[src/logic/sps_consts.svh]
// constants of the serial port pin and select logic
`ifndef SPS_CONSTS_SVH
`define SPS_CONSTS_SVH
`define SPS_CLK_NS 8
`define SPS_SCK_HALF_NS 40
`define SPS_SCK_HALF_CYC ((`SPS_SCK_HALF_NS + `SPS_CLK_NS - 1) / `SPS_CLK_NS)
`define SPS_BITS_PER_BYTE 4'h8
`define SPS_LAST_SLV_BIT 4'h7
`define SPS_MODE_3WIRE 2'h0
`define SPS_MODE_MULTI 2'h1
`define SPS_SHIFT_RST 8'h00
`define SPS_MODE_RST 2'h1
`endif

[src/logic/sps_pkg.sv]
// types of the serial port pin and select logic
`default_nettype none
package sps_pkg;
  typedef struct packed {
    logic port_enable_bit;
    logic master_enable_bit;
    logic [1:0] select_mode_field;
  } sps_cfg_type;

  typedef enum logic [1:0] {SPS_IDLE, SPS_LOW, SPS_HIGH} sps_mst_state_type;

  // slave selection: 3-wire always, 4-wire slave on low select
  function automatic logic sps_selected(input logic [1:0] mode,
                                        input logic sel_level);
    sps_selected = (mode == 2'h1) ? ~sel_level : 1'b1;
  endfunction
endpackage
`default_nettype wire

[src/logic/sps_sync.sv]
// three-stage input synchroniser with agreement filter
`timescale 1ns/1ps
`default_nettype none
module sps_sync (
  input wire logic clk_sys_i,
  input wire logic rstn_i,
  input wire logic d_i,
  output logic q_o
);
  logic s1_ff;
  logic s2_ff;
  logic s3_ff;

  always_ff @(posedge clk_sys_i or negedge rstn_i) begin
    if (!rstn_i) begin
      s1_ff <= 1'b0;
      s2_ff <= 1'b0;
      s3_ff <= 1'b0;
      q_o <= 1'b0;
    end else begin
      s1_ff <= d_i;
      s2_ff <= s1_ff;
      s3_ff <= s2_ff;
      if (s2_ff == s3_ff) begin
        q_o <= s3_ff;
      end
    end
  end
endmodule // sps_sync
`default_nettype wire

[src/logic/sps_port.sv]
// serial peripheral port: pin directions, select modes, byte shifting
// Summary of operation
// - data-out pin driven when master, input when slave
// - master data-out carries shift register msb, msb first
// - data-in pin input when master, output when slave, msb first
// - data-in released when disabled or unselected 4-wire slave
// - 3-wire slave drives data-in continuously from shift msb
// - master generates serial clock; slave takes it from outside
// - unselected 4-wire slave ignores serial clock
// - mode 00: 3-wire, select unused, slave always selected
// - mode 01: select is input, low selects the slave
// - mode 01 master: falling select disables master function
// - mode 1x: select is output following mode low bit
// - select routed to pin except in 3-wire mode
// - multi-master fault clears both enables, raises fault flag
// - 4-wire slave bit counter reset on select falling edge
// - byte-complete flag set at end of every byte
`timescale 1ns/1ps
`default_nettype none
`include "sps_consts.svh"
module sps_port
  import sps_pkg::*;
(
  input wire logic clk_sys_i,
  input wire logic rstn_i,
  input wire logic cfg_wr_i,
  input wire logic port_enable_bit_i,
  input wire logic master_enable_bit_i,
  input wire logic [1:0] select_mode_field_i,
  input wire logic tx_wr_i,
  input wire logic [7:0] tx_data_i,
  input wire logic byte_complete_clr_i,
  input wire logic mode_fault_clr_i,
  input wire logic sck_i,
  input wire logic mosi_i,
  input wire logic miso_i,
  input wire logic sel_i,
  output logic sck_o,
  output logic sck_oe_o,
  output logic mosi_o,
  output logic mosi_oe_o,
  output logic miso_o,
  output logic miso_oe_o,
  output logic sel_o,
  output logic sel_oe_o,
  output logic sel_pin_map_o,
  output logic port_enable_bit_o,
  output logic master_enable_bit_o,
  output logic [1:0] select_mode_field_o,
  output logic byte_complete_flag_o,
  output logic mode_fault_flag_o,
  output logic busy_o,
  output logic [7:0] rx_data_o
);
  localparam logic [3:0] HALF_LAST = 4'(`SPS_SCK_HALF_CYC - 1);

  sps_cfg_type cfg_ff;
  sps_mst_state_type mst_state_ff;
  logic [3:0] div_ff;
  logic [3:0] cnt_ff;
  logic [7:0] shift_ff;
  logic sck_f;
  logic mosi_f;
  logic miso_f;
  logic sel_f;
  logic sck_prev_ff;
  logic sel_prev_ff;
  logic mst_tick;
  logic mst_start;
  logic mst_done;
  logic slv_active;
  logic slv_rise;
  logic slv_done;
  logic sel_fall;
  logic fault_evt;
  logic byte_done;
  logic is_master;

  sps_sync u_sync_sck (.clk_sys_i(clk_sys_i), .rstn_i(rstn_i),
    .d_i(sck_i), .q_o(sck_f));
  sps_sync u_sync_mosi (.clk_sys_i(clk_sys_i), .rstn_i(rstn_i),
    .d_i(mosi_i), .q_o(mosi_f));
  sps_sync u_sync_miso (.clk_sys_i(clk_sys_i), .rstn_i(rstn_i),
    .d_i(miso_i), .q_o(miso_f));
  sps_sync u_sync_sel (.clk_sys_i(clk_sys_i), .rstn_i(rstn_i),
    .d_i(sel_i), .q_o(sel_f));

  always_comb begin
    is_master = cfg_ff.port_enable_bit & cfg_ff.master_enable_bit;
    sel_fall = sel_prev_ff & ~sel_f;
    fault_evt = is_master & sel_fall &
                (cfg_ff.select_mode_field == `SPS_MODE_MULTI);
    mst_tick = (mst_state_ff != SPS_IDLE) & (div_ff == HALF_LAST);
    mst_start = tx_wr_i & is_master & (mst_state_ff == SPS_IDLE);
    mst_done = mst_tick & (mst_state_ff == SPS_HIGH) &
               (cnt_ff == `SPS_BITS_PER_BYTE);
    slv_active = cfg_ff.port_enable_bit & ~cfg_ff.master_enable_bit &
                 sps_selected(cfg_ff.select_mode_field, sel_f);
    slv_rise = slv_active & sck_f & ~sck_prev_ff;
    slv_done = slv_rise & (cnt_ff == `SPS_LAST_SLV_BIT);
    byte_done = mst_done | slv_done;
  end

  // configuration; a fault overrides a software write
  always_ff @(posedge clk_sys_i or negedge rstn_i) begin
    if (!rstn_i) begin
      cfg_ff <= '{1'b0, 1'b0, `SPS_MODE_RST};
    end else if (fault_evt) begin
      cfg_ff.port_enable_bit <= 1'b0;
      cfg_ff.master_enable_bit <= 1'b0;
    end else if (cfg_wr_i) begin
      cfg_ff <= '{port_enable_bit_i, master_enable_bit_i,
                  select_mode_field_i};
    end
  end

  // edge history of synchronised pins
  always_ff @(posedge clk_sys_i or negedge rstn_i) begin
    if (!rstn_i) begin
      sck_prev_ff <= 1'b0;
      sel_prev_ff <= 1'b1;
    end else begin
      sck_prev_ff <= sck_f;
      sel_prev_ff <= sel_f;
    end
  end

  // master serial clock generation
  always_ff @(posedge clk_sys_i or negedge rstn_i) begin
    if (!rstn_i) begin
      mst_state_ff <= SPS_IDLE;
      div_ff <= 4'h0;
      sck_o <= 1'b0;
    end else if (!is_master) begin
      mst_state_ff <= SPS_IDLE;
      div_ff <= 4'h0;
      sck_o <= 1'b0;
    end else begin
      div_ff <= mst_tick ? 4'h0 : div_ff + 4'h1;
      case (mst_state_ff)
        SPS_IDLE: begin
          div_ff <= 4'h0;
          if (mst_start) begin
            mst_state_ff <= SPS_LOW;
          end
        end
        SPS_LOW: begin
          if (mst_tick) begin
            sck_o <= 1'b1;
            mst_state_ff <= SPS_HIGH;
          end
        end
        SPS_HIGH: begin
          if (mst_tick) begin
            sck_o <= 1'b0;
            mst_state_ff <= mst_done ? SPS_IDLE : SPS_LOW;
          end
        end
        default: begin
          mst_state_ff <= SPS_IDLE;
        end
      endcase
    end
  end

  // shift register and bit counter for both roles
  always_ff @(posedge clk_sys_i or negedge rstn_i) begin
    if (!rstn_i) begin
      shift_ff <= `SPS_SHIFT_RST;
      cnt_ff <= 4'h0;
      rx_data_o <= `SPS_SHIFT_RST;
    end else if (!cfg_ff.port_enable_bit) begin
      cnt_ff <= 4'h0;
    end else if (mst_start) begin
      shift_ff <= tx_data_i;
      cnt_ff <= 4'h0;
    end else if (is_master) begin
      if (mst_tick && mst_state_ff == SPS_LOW) begin
        shift_ff <= {shift_ff[6:0], miso_f};
        cnt_ff <= cnt_ff + 4'h1;
      end
      if (mst_done) begin
        rx_data_o <= shift_ff;
        cnt_ff <= 4'h0;
      end
    end else if (sel_fall &&
                 cfg_ff.select_mode_field == `SPS_MODE_MULTI) begin
      cnt_ff <= 4'h0;
    end else if (slv_rise) begin
      shift_ff <= {shift_ff[6:0], mosi_f};
      cnt_ff <= slv_done ? 4'h0 : cnt_ff + 4'h1;
      if (slv_done) begin
        rx_data_o <= {shift_ff[6:0], mosi_f};
      end
    end else if (tx_wr_i && cnt_ff == 4'h0) begin
      shift_ff <= tx_data_i;
    end
  end

  // sticky flags: a set wins over a clear in the same cycle
  always_ff @(posedge clk_sys_i or negedge rstn_i) begin
    if (!rstn_i) begin
      byte_complete_flag_o <= 1'b0;
      mode_fault_flag_o <= 1'b0;
    end else begin
      byte_complete_flag_o <= byte_done |
        (byte_complete_flag_o & ~byte_complete_clr_i);
      mode_fault_flag_o <= fault_evt |
        (mode_fault_flag_o & ~mode_fault_clr_i);
    end
  end

  // pin drive and status outputs
  always_ff @(posedge clk_sys_i or negedge rstn_i) begin
    if (!rstn_i) begin
      sck_oe_o <= 1'b0;
      mosi_o <= 1'b0;
      mosi_oe_o <= 1'b0;
      miso_o <= 1'b0;
      miso_oe_o <= 1'b0;
      sel_o <= 1'b1;
      sel_oe_o <= 1'b0;
      sel_pin_map_o <= 1'b0;
      port_enable_bit_o <= 1'b0;
      master_enable_bit_o <= 1'b0;
      select_mode_field_o <= `SPS_MODE_RST;
      busy_o <= 1'b0;
    end else begin
      sck_oe_o <= is_master;
      mosi_o <= shift_ff[7];
      mosi_oe_o <= is_master;
      miso_o <= shift_ff[7];
      miso_oe_o <= slv_active;
      sel_o <= cfg_ff.select_mode_field[0];
      sel_oe_o <= cfg_ff.select_mode_field[1];
      sel_pin_map_o <= (cfg_ff.select_mode_field != `SPS_MODE_3WIRE);
      port_enable_bit_o <= cfg_ff.port_enable_bit;
      master_enable_bit_o <= cfg_ff.master_enable_bit;
      select_mode_field_o <= cfg_ff.select_mode_field;
      busy_o <= (mst_state_ff != SPS_IDLE) | (cnt_ff != 4'h0);
    end
  end
endmodule // sps_port
`default_nettype wire

[config.mk]
export PLATFORM = sky130hd
export DESIGN_NAME = sps_port
export DESIGN_NICKNAME = d
export VERILOG_FILES = /design/src/logic/sps_pkg.sv /design/src/logic/sps_sync.sv /design/src/logic/sps_port.sv
export VERILOG_INCLUDE_DIRS = /design/src /design/src/logic
export SDC_FILE = /design/constraint.sdc
export NUM_CORES = 1
export LEC_CHECK = 0
export CORE_ASPECT_RATIO = 0.5
export CORE_MARGIN = 2
export CORE_UTILIZATION = 62
export DETAILED_ROUTE_END_ITERATION = 8
export DONT_BUFFER_PORTS = 1
export PLACE_DENSITY = 0.78
export SLEW_MARGIN = 40
export SYNTH_ARGS = -nofsm -noshare
export SYNTH_HDL_FRONTEND = slang
export SYNTH_SLANG_ARGS = --single-unit
[constraint.sdc]
create_clock -name clk_sys_i -period 2.37 [get_ports clk_sys_i]
set_clock_uncertainty 0.05 [all_clocks]
set_input_delay 0.474 -clock clk_sys_i [delete_from_list [all_inputs] [get_ports clk_sys_i]]
set_output_delay 0.474 -clock clk_sys_i [all_outputs]
set_load 0.02 [all_outputs]
; ---- Word level (Yosys, flattened, before mapping)
; Cells that the tools add are included.
[classes]
add_sub_neg = 2
n_mul = 0
n_div = 0
magnitude_cmp = 0
eq_ne = 20
shift = 0
muxes = 35
bitwise_logic = 27
reduce_logical = 18
[ops]
columns = operator, n
row1 = $mux 8, 11
row2 = $mux 4, 12
row3 = $and 1x1->1, 16
row4 = $ne 3x3->1 const B, 4
row5 = $mux 2, 5
row6 = $reduce_bool 2->1, 5
row7 = $add 4x1->4 const B, 2
row8 = $eq 4x3->1 const B, 2
row9 = $reduce_bool 4->1, 2
row10 = $not 1->1, 7
row11 = $pmux 2 s3, 1
row12 = $reduce_and 3->1, 2
row13 = $reduce_and 6->1, 1
row14 = $mux 1, 5
row15 = $ne 5x1->1 const B, 1
row16 = $ne 5x4->1 const B, 1
row17 = $eq 1x1->1, 4
row18 = $eq 2x1->1 const B, 2
row19 = $eq 4x4->1 const B, 1
row20 = $logic_not 4->1, 1
row21 = $ne 2x2->1 const B, 2
row22 = $or 1x1->1, 4
row23 = $reduce_and 2->1, 2
row24 = $reduce_and 4->1, 1
row25 = other kinds (6), 8
[totals]
ff_bits = 62
latch_bits = 0
ram_bits = 0
rom_bits = 0
out_inout_bits = 24
n_memories = 0

; ---- Logic depth before layout (Yosys ltp)
; Gate-level depths: netlist (run 1).
[logic_depth]
depth_word = 12
depth_mapped = 8
ltp_nobuf = 7

; ---- Hierarchy
; From an unflattened synthesis (run 1), not the netlist that was laid out.
[hier_totals]
hier_cells = 196
hier_area_um2 = 2605.0
[by_module_without_submodules]
columns = mod, instances, cells_each, area_each_um2
row1 = sps_port, 1, 176, 2159.6
row2 = sps_sync, 4, 5, 111.4

; ---- Worst setup path after synthesis (run 1)
; OpenSTA, ideal clock, no wires.
[synth_timing]
kind = reg2reg
start = register cfg_ff[2] (netlist bit)
end = register rx_data_o[0]
setup_ps = 125
arrival_ps = 1703
required_time_ps = 2195
slack_ps = 492
stages_incl_launch_ff = 6
n_path_buf = 0
period_less_slack_ps = 1878
path_cell_list = dfrtp_1 > nand4bb_2 > nor4_4 > a31o_2 > nand3_4 > mux2_4
[synth_via]
elab_chain_len = 8
word_cells_on_any_way = 16
classes_between = 2 x eq/ne / 1 x mux / 10 x bitwise / 3 x reduce/logical
[synth_rtl]
columns = element, line_no
row1 = "start, declared", sps_port.sv:57  ; sps_cfg_type cfg_ff;
row2 = "start signal, assigned", sps_port.sv:107  ; cfg_ff <= '{1'b0, 1'b0, `SPS_MODE_RST};
row3 = "start signal, assigned", sps_port.sv:112  ; cfg_ff <= '{port_enable_bit_i, master_enable_bit_i,
row4 = $not 1->1, sps_port.sv:97  ; slv_active = cfg_ff.port_enable_bit & ~cfg_ff.master_enable_bit &
row5 = $and 1x1->1 (2 in a row), sps_port.sv:97
row6 = $and 1x1->1 (2 in a row), sps_port.sv:99  ; slv_rise = slv_active & sck_f & ~sck_prev_ff;
row7 = $and 1x1->1, sps_port.sv:100  ; slv_done = slv_rise & (cnt_ff == `SPS_LAST_SLV_BIT);
row8 = $reduce_bool 2->1 (no source line), n/a
row9 = $reduce_and 6->1 (no source line), n/a
row10 = "end signal, assigned", sps_port.sv:171  ; rx_data_o <= `SPS_SHIFT_RST;
row11 = "end signal, assigned", sps_port.sv:183  ; rx_data_o <= shift_ff;
row12 = "end signal, assigned", sps_port.sv:193  ; rx_data_o <= {shift_ff[6:0], mosi_f};
row13 = "end, declared", sps_port.sv:53  ; output logic [7:0] rx_data_o
; Several ways; a longest one is shown, not always the timed one.
; A chain may end at the register's enable or synchronous reset.

; ---- Worst setup path in the final report (run 1)
[layout_timing]
start = register cfg_ff[2] (netlist bit)
end = register rx_data_o[3]
; Same word-level chain as after synthesis.

==> reports/results.txt, run 1 <==
Status - completed
GRT Util Overall - 0.227
WL met3 - 302 um
RSZ-0062 raised after global routing - no
Post-place instance area - 2640 sq um
Routed wl met2 - 2.10 mm
P&R area growth vs syn - 14.2%
Clock power frac - 0.373
Leading cell types by count after synthesis - dfrtp_1, nor2_1, mux2i_1, a21oi_1, mux2_2
Leak Pwr - 1.28 nW
# nets final - 236
Slew Viols, Final - 0
Syn avg cell area - 12.9 sq um
Internal - 2.31 mW
Postcts setup bufs - 0
Peak supply drop - 0.748 mV
Detailed placer's ending HPWL - 2.99 mm
Initial antenna violation count - 0
Crit. End Element - register
Design Area, Final - 2950 sq um
H-tree levels - 3
Largest cells by area after synthesis - dfrtp_1, mux2_2, mux2i_1
Fillers - 260
FP Rows - 16
Critical path class - reg -> reg
GR Overflow Total - 0
Hold Fails Final Rpt - 0
Clock transition at the registers of the reported paths - 0.07 ns
Startpoint of the worst hold path - sck_i
Combinational fraction of design power - 0.148
Vias in the first global route - 1531
Setup violators final - 0
Non-Filler Instances - 269
MaxCap Viol Count - 0
Post-synthesis sequential area ratio - 0.582
Multi-input logic area - 1020 sq um
I/O pin total - 46
Share of layout cells above drive strength 1 - 0.247
DRT iter0 DRCs - 51
Hold path cells - 0
CTS Buf Count - 9
Syn Nets - 226
Rel. slew slack - 0.669
# diodes - 0
# placed instances - 251
Gate count after technology mapping - 200
Pwr/cell area - 1090 nW/um^2
FF-to-FF Start - cfg_ff[2]
Post-synth EDFFs - 0
Ys async rst share - 1.00
Root buffer cell - clkbuf_8
Routed wire length - 4.60 mm
DIE WIDTH - 95.3 um
Yosys warnings - 0
Vias - 1531
Setup TNS - 0 ns
First-pass GRT wire length - 7.72 mm
Clock buffer depth - 2
Count of state elements after synthesis - 60
Max Clk Rate - 0.475 GHz
Vias per cell - 5.69
Die footprint - 4730 sq um
DR DRC count - 0
Tmin final - 2.11 ns
Hold Crit Class - in -> reg
Sink Count - 60
Core Box Area - 3940 sq um
Sequential cell area - 1510 sq um
Worst Path Required - 2.53 ns
Gp weighted congestion - 0.816
Worst-path fanout max - 8
Height of the die - 49.7 um
Netlist cell types - 44
Most frequent cell after synthesis - dfrtp_1
Switch share - 0.285
Worst slew pin tran - 0.495 ns
M1 WL - 2.15 mm
Post-synth top flop - dfrtp_1
Routed Antenna Nets - 0
CP Launch Type - register
Syn Std Cell Area - 2580 sq um
Initial core utilization - 0.655
R2r endpoint - rx_data_o[3]
Net Sw Power - 919 uW
Reg2reg setup slack - 0.26 ns
Largest net degree at the start of global routing - 61
TritonCTS clock tree - yes
DR top layer - met4
Drt pass-1 iters - 4
PortBufs - 0
Flop pwr share - 0.479
Arrival @ worst endpoint - 2.27 ns
R2r worst-path depth - 5
Area share of the leading cell type in the synthesized netlist - 0.552
Area leader, netlist - dfrtp_1
Hold Crit Endpoint - u_sync_sck.s1_ff
Worst skew pair latency - 0.34 ns
Crit share post-route - 0.889
Wire per inst - 17.1 um
## critical path: stages (launching register included)
cell and delay, ns:
dfrtp_1 0.46, nand4bb_2 0.36, nor4_4 0.34, a31o_2 0.24
nand3_4 0.19, mux2_4 0.35
## logic make-up after synthesis
family          synth area share
compound gates            0.0716
xor+xnor                 0.00678
fa+ha+maj                 0.0349
buf+inv                   0.0286
flops                      0.582
mux                        0.141
simple gates               0.135
## worst max path at each step
stage / to / cells past startpoint / from / slack [ns]
2_1_floorplan: rx_data_o[0] / 5 / cfg_ff[2] / 0.49
3_3_place_gp: shift_ff[0] / 4 / cfg_ff[2] / 0.25
3_5_place_dp: shift_ff[0] / 4 / cfg_ff[2] / 0.21
4_1_cts: shift_ff[0] / 4 / cfg_ff[2] / 0.16
5_1_grt: shift_ff[0] / 6 / cnt_ff[0] / 0.1
6_report: rx_data_o[3] / 5 / cfg_ff[2] / 0.26
## cell usage in the layout (no fill, tap or decap), types with 6 or more instances in the layout
cell / instances
inv_1: 7
clkbuf_8: 9
a21oi_1: 11
nand2_1: 9
mux2_4: 8
mux2i_1: 12
nor2_1: 22
mux2_2: 11
o21ai_0: 6
dfrtp_1: 57
## repair_timing
action | in CTS | in global routing
setup endpoints to repair | 0 | 4
hold buffers | 2 | 0
endpoints found under the hold margin | 60 | 0
gates resized for setup | 0 | 2
## flip-flops by register name, summed over array words and instances, names as in the netlist, 2 cells and up
| register | flops |
|---|---|
| cfg_ff | 4 |
| cnt_ff | 4 |
| shift_ff | 8 |
| rx_data_o | 8 |
| mst_state_ff | 2 |
| div_ff | 4 |
## final cells by class
| type | count | area share |
|---|---|---|
| inverters | 8 | 0.0102 |
| clock buffers | 9 | 0.0420 |
| well taps | 54 | 0.0229 |
| flip-flops and latches | 60 | 0.510 |
| multi-input cells | 125 | 0.345 |
| clock inverters | 7 | 0.0471 |
| repair buffers | 6 | 0.0229 |
## power groups by stage
stage               Combinational [mW]  Clock, mW  Sequential (mW)
finish                           0.477       1.21             1.54
global placement                 0.428          0             1.56
floorplan                        0.416          0             1.49
global route                     0.526       1.28             1.58
detailed placement               0.438          0             1.56
CTS                              0.473       1.22             1.55
## layer usage
metal | GRT usage | vias up
met5 | 0 | -
met4 | 0.0797 | 0
met3 | 0.116 | 5
met2 | 0.311 | 26
met1 | 0.310 | 778
li1 | - | 722
## through the flow
stage,hold slack [ns],power (mW),worst slack [ns],utilization
after CTS,0.0958,3.24,0.156,0.745
after floorplan,0.128,1.90,0.492,-
after detailed placement,0.130,2.00,0.207,0.669
after global routing,0.0818,3.39,0.0973,0.748
after global placement,0.130,1.98,0.251,0.669
final,0.110,3.23,0.263,0.748
(Power assumes the default switching activity.)
==> run 2: changes to the inputs <==
--- a/config.mk
+++ b/config.mk
@@ -8,10 +8,9 @@
 export LEC_CHECK = 0
 export CORE_ASPECT_RATIO = 0.5
 export CORE_MARGIN = 2
-export CORE_UTILIZATION = 62
+export CORE_UTILIZATION = 45
 export DETAILED_ROUTE_END_ITERATION = 8
 export DONT_BUFFER_PORTS = 1
-export PLACE_DENSITY = 0.78
 export SLEW_MARGIN = 40
 export SYNTH_ARGS = -nofsm -noshare
 export SYNTH_HDL_FRONTEND = slang
==> reports/results.txt, run 2 (same netlist as run 1, synthesis figures left out) <==
Worst slew pin tran - 0.549 ns
DIE WIDTH - 111 um
Worst Path Required - 2.53 ns
Critical path's top delay family - compound AO/OA/AOI/OAI gates
MaxCap Viol Count - 0
# diodes - 0
Detailed placer's ending HPWL - 3.16 mm
Height of the die - 57.6 um
Worst-path fanout max - 8
Crit share post-route - 0.926
Largest net degree at the start of global routing - 61
Share of layout cells above drive strength 1 - 0.240
Core Box Area - 5520 sq um
GR Overflow Total - 0
Setup violators final - 0
DR DRC count - 0
Bufs and invs on worst path - 2
Worst skew pair latency - 0.32 ns
Status - completed
Post-place instance area - 2680 sq um
Post-layout util - 0.550
# resized after CTS - 0
Max stage delay cell, worst path - a211oi_2
Clock buffer depth - 2
Rel. slew slack - 0.633
PortBufs - 0
Routed wire length - 4.53 mm
Commonest non-fill, non-tap cells in the layout - dfrtp_1, nor2_1, mux2i_1, mux2_2, a21oi_1
Die footprint - 6400 sq um
I/O pin total - 46
First-pass GRT wire length - 7.85 mm
Sink Count - 60
CTS Buf Count - 9
Gp weighted congestion - 0.737
Vias in the first global route - 1591
Critical Path, Cell by Cell - inv_1, ha_1, and4b_1, a211oi_1, buf_4, a211oi_2, mux2_2
Wire per inst - 15.6 um
Leak Pwr - 1.31 nW
Vias per cell - 5.19
Crit. End Element - register
CP max stage delay - 0.44 ns
Initial antenna violation count - 0
Max Clk Rate - 0.456 GHz
Setup TNS - 0 ns
# nets final - 238
Pwr/cell area - 1110 nW/um^2
Vias - 1505
Root buffer cell - clkbuf_16
P&R area growth vs syn - 17.4%
Hold Crit Class - in -> reg
Initial core utilization - 0.469
RSZ-0062 raised after global routing - no
TritonCTS clock tree - yes
CP Launch Type - register
Clock transition at the registers of the reported paths - 0.05 ns
Hold Fails Final Rpt - 0
Postcts setup bufs - 0
Slew Viols, Final - 0
Arrival @ worst endpoint - 2.35 ns
Largest regs - rx_data_o x8, shift_ff x8
Routed Antenna Nets - 0
Hold-fix buffers at CTS - 2
GRT Util Overall - 0.160
Critical path class - reg -> reg
Commonest non-fill, non-tap cell in the layout - dfrtp_1
Design Area, Final - 3030 sq um
Drt pass-1 iters - 4
H-tree levels - 3
Peak supply drop - 0.515 mV
DRT iter0 DRCs - 11
Tmin final - 2.19 ns
FP Rows - 19
[run 2: cell types whose count changed in the layout (fill, tap and decap cells not counted), moves of 2 or more]
| cell | delta |
|---|---|
| buf_4 | +2 |
| bufinv_16 | -2 |
| clkbuf_1 | +2 |
| clkbuf_16 | +9 |
| clkbuf_8 | -8 |
[run 2: worst register-to-register path, delay by kind of cell, from the launching register on]
family | cells | cell delay [ns]
DFF | 1 | 0.41
adders and majority gates | 1 | 0.18
AOI/OAI and AO/OA | 2 | 0.53
buffers and inverters | 2 | 0.23
muxes | 1 | 0.40
and+or+nand+nor | 1 | 0.28
[run 2: stage by stage]
stage	setup WS (ns)	hold WS [ns]	power, mW	instances
6_report	0.176	0.128	3.38	290
5_1_grt	0.0223	0.108	3.56	290
4_1_cts	0.148	0.114	3.43	290
3_5_place_dp	0.162	0.130	2.01	272
3_3_place_gp	0.256	0.130	1.99	272
2_1_floorplan	0.492	0.128	1.90	200
[run 2: cell type report]
class                   count  area [sq um]
fillers                   456          2480
flip-flops and latches     60          1510
multi-input cells         125          1010
clock buffers              12           246
well taps                  73          91.3
repair buffers              8          82.6
clock inverters             4          72.6
inverters                   8          30.0
[run 2: report_power, final]
| part | internal (mW) | switching [mW] |
|---|---|---|
| clock | 0.946 | 0.422 |
| sequential | 1.23 | 0.308 |
| combinational | 0.278 | 0.194 |
[run 2: worst paths after layout]
kind	end	slack, ns	from	depth (start not counted)
max	shift_ff[0]	0.18	div_ff[0]	7
min	u_sync_miso.s1_ff	0.13	miso_i	0
max reg2reg	shift_ff[0]	0.18	div_ff[0]	7
min reg2reg	u_sync_mosi.s2_ff	0.30	u_sync_mosi.s1_ff	0
max in group asynchronous	select_mode_field_o[0]	1.34	rstn_i	2
min in group asynchronous	rx_data_o[0]	0.62	rstn_i	2
[run 2: per-layer routing]
layer  GRT usage  part of all wire
met2       0.232              0.45
met3      0.0946             0.068
met5           0                 0
met4      0.0476             0.011
met1       0.206              0.47
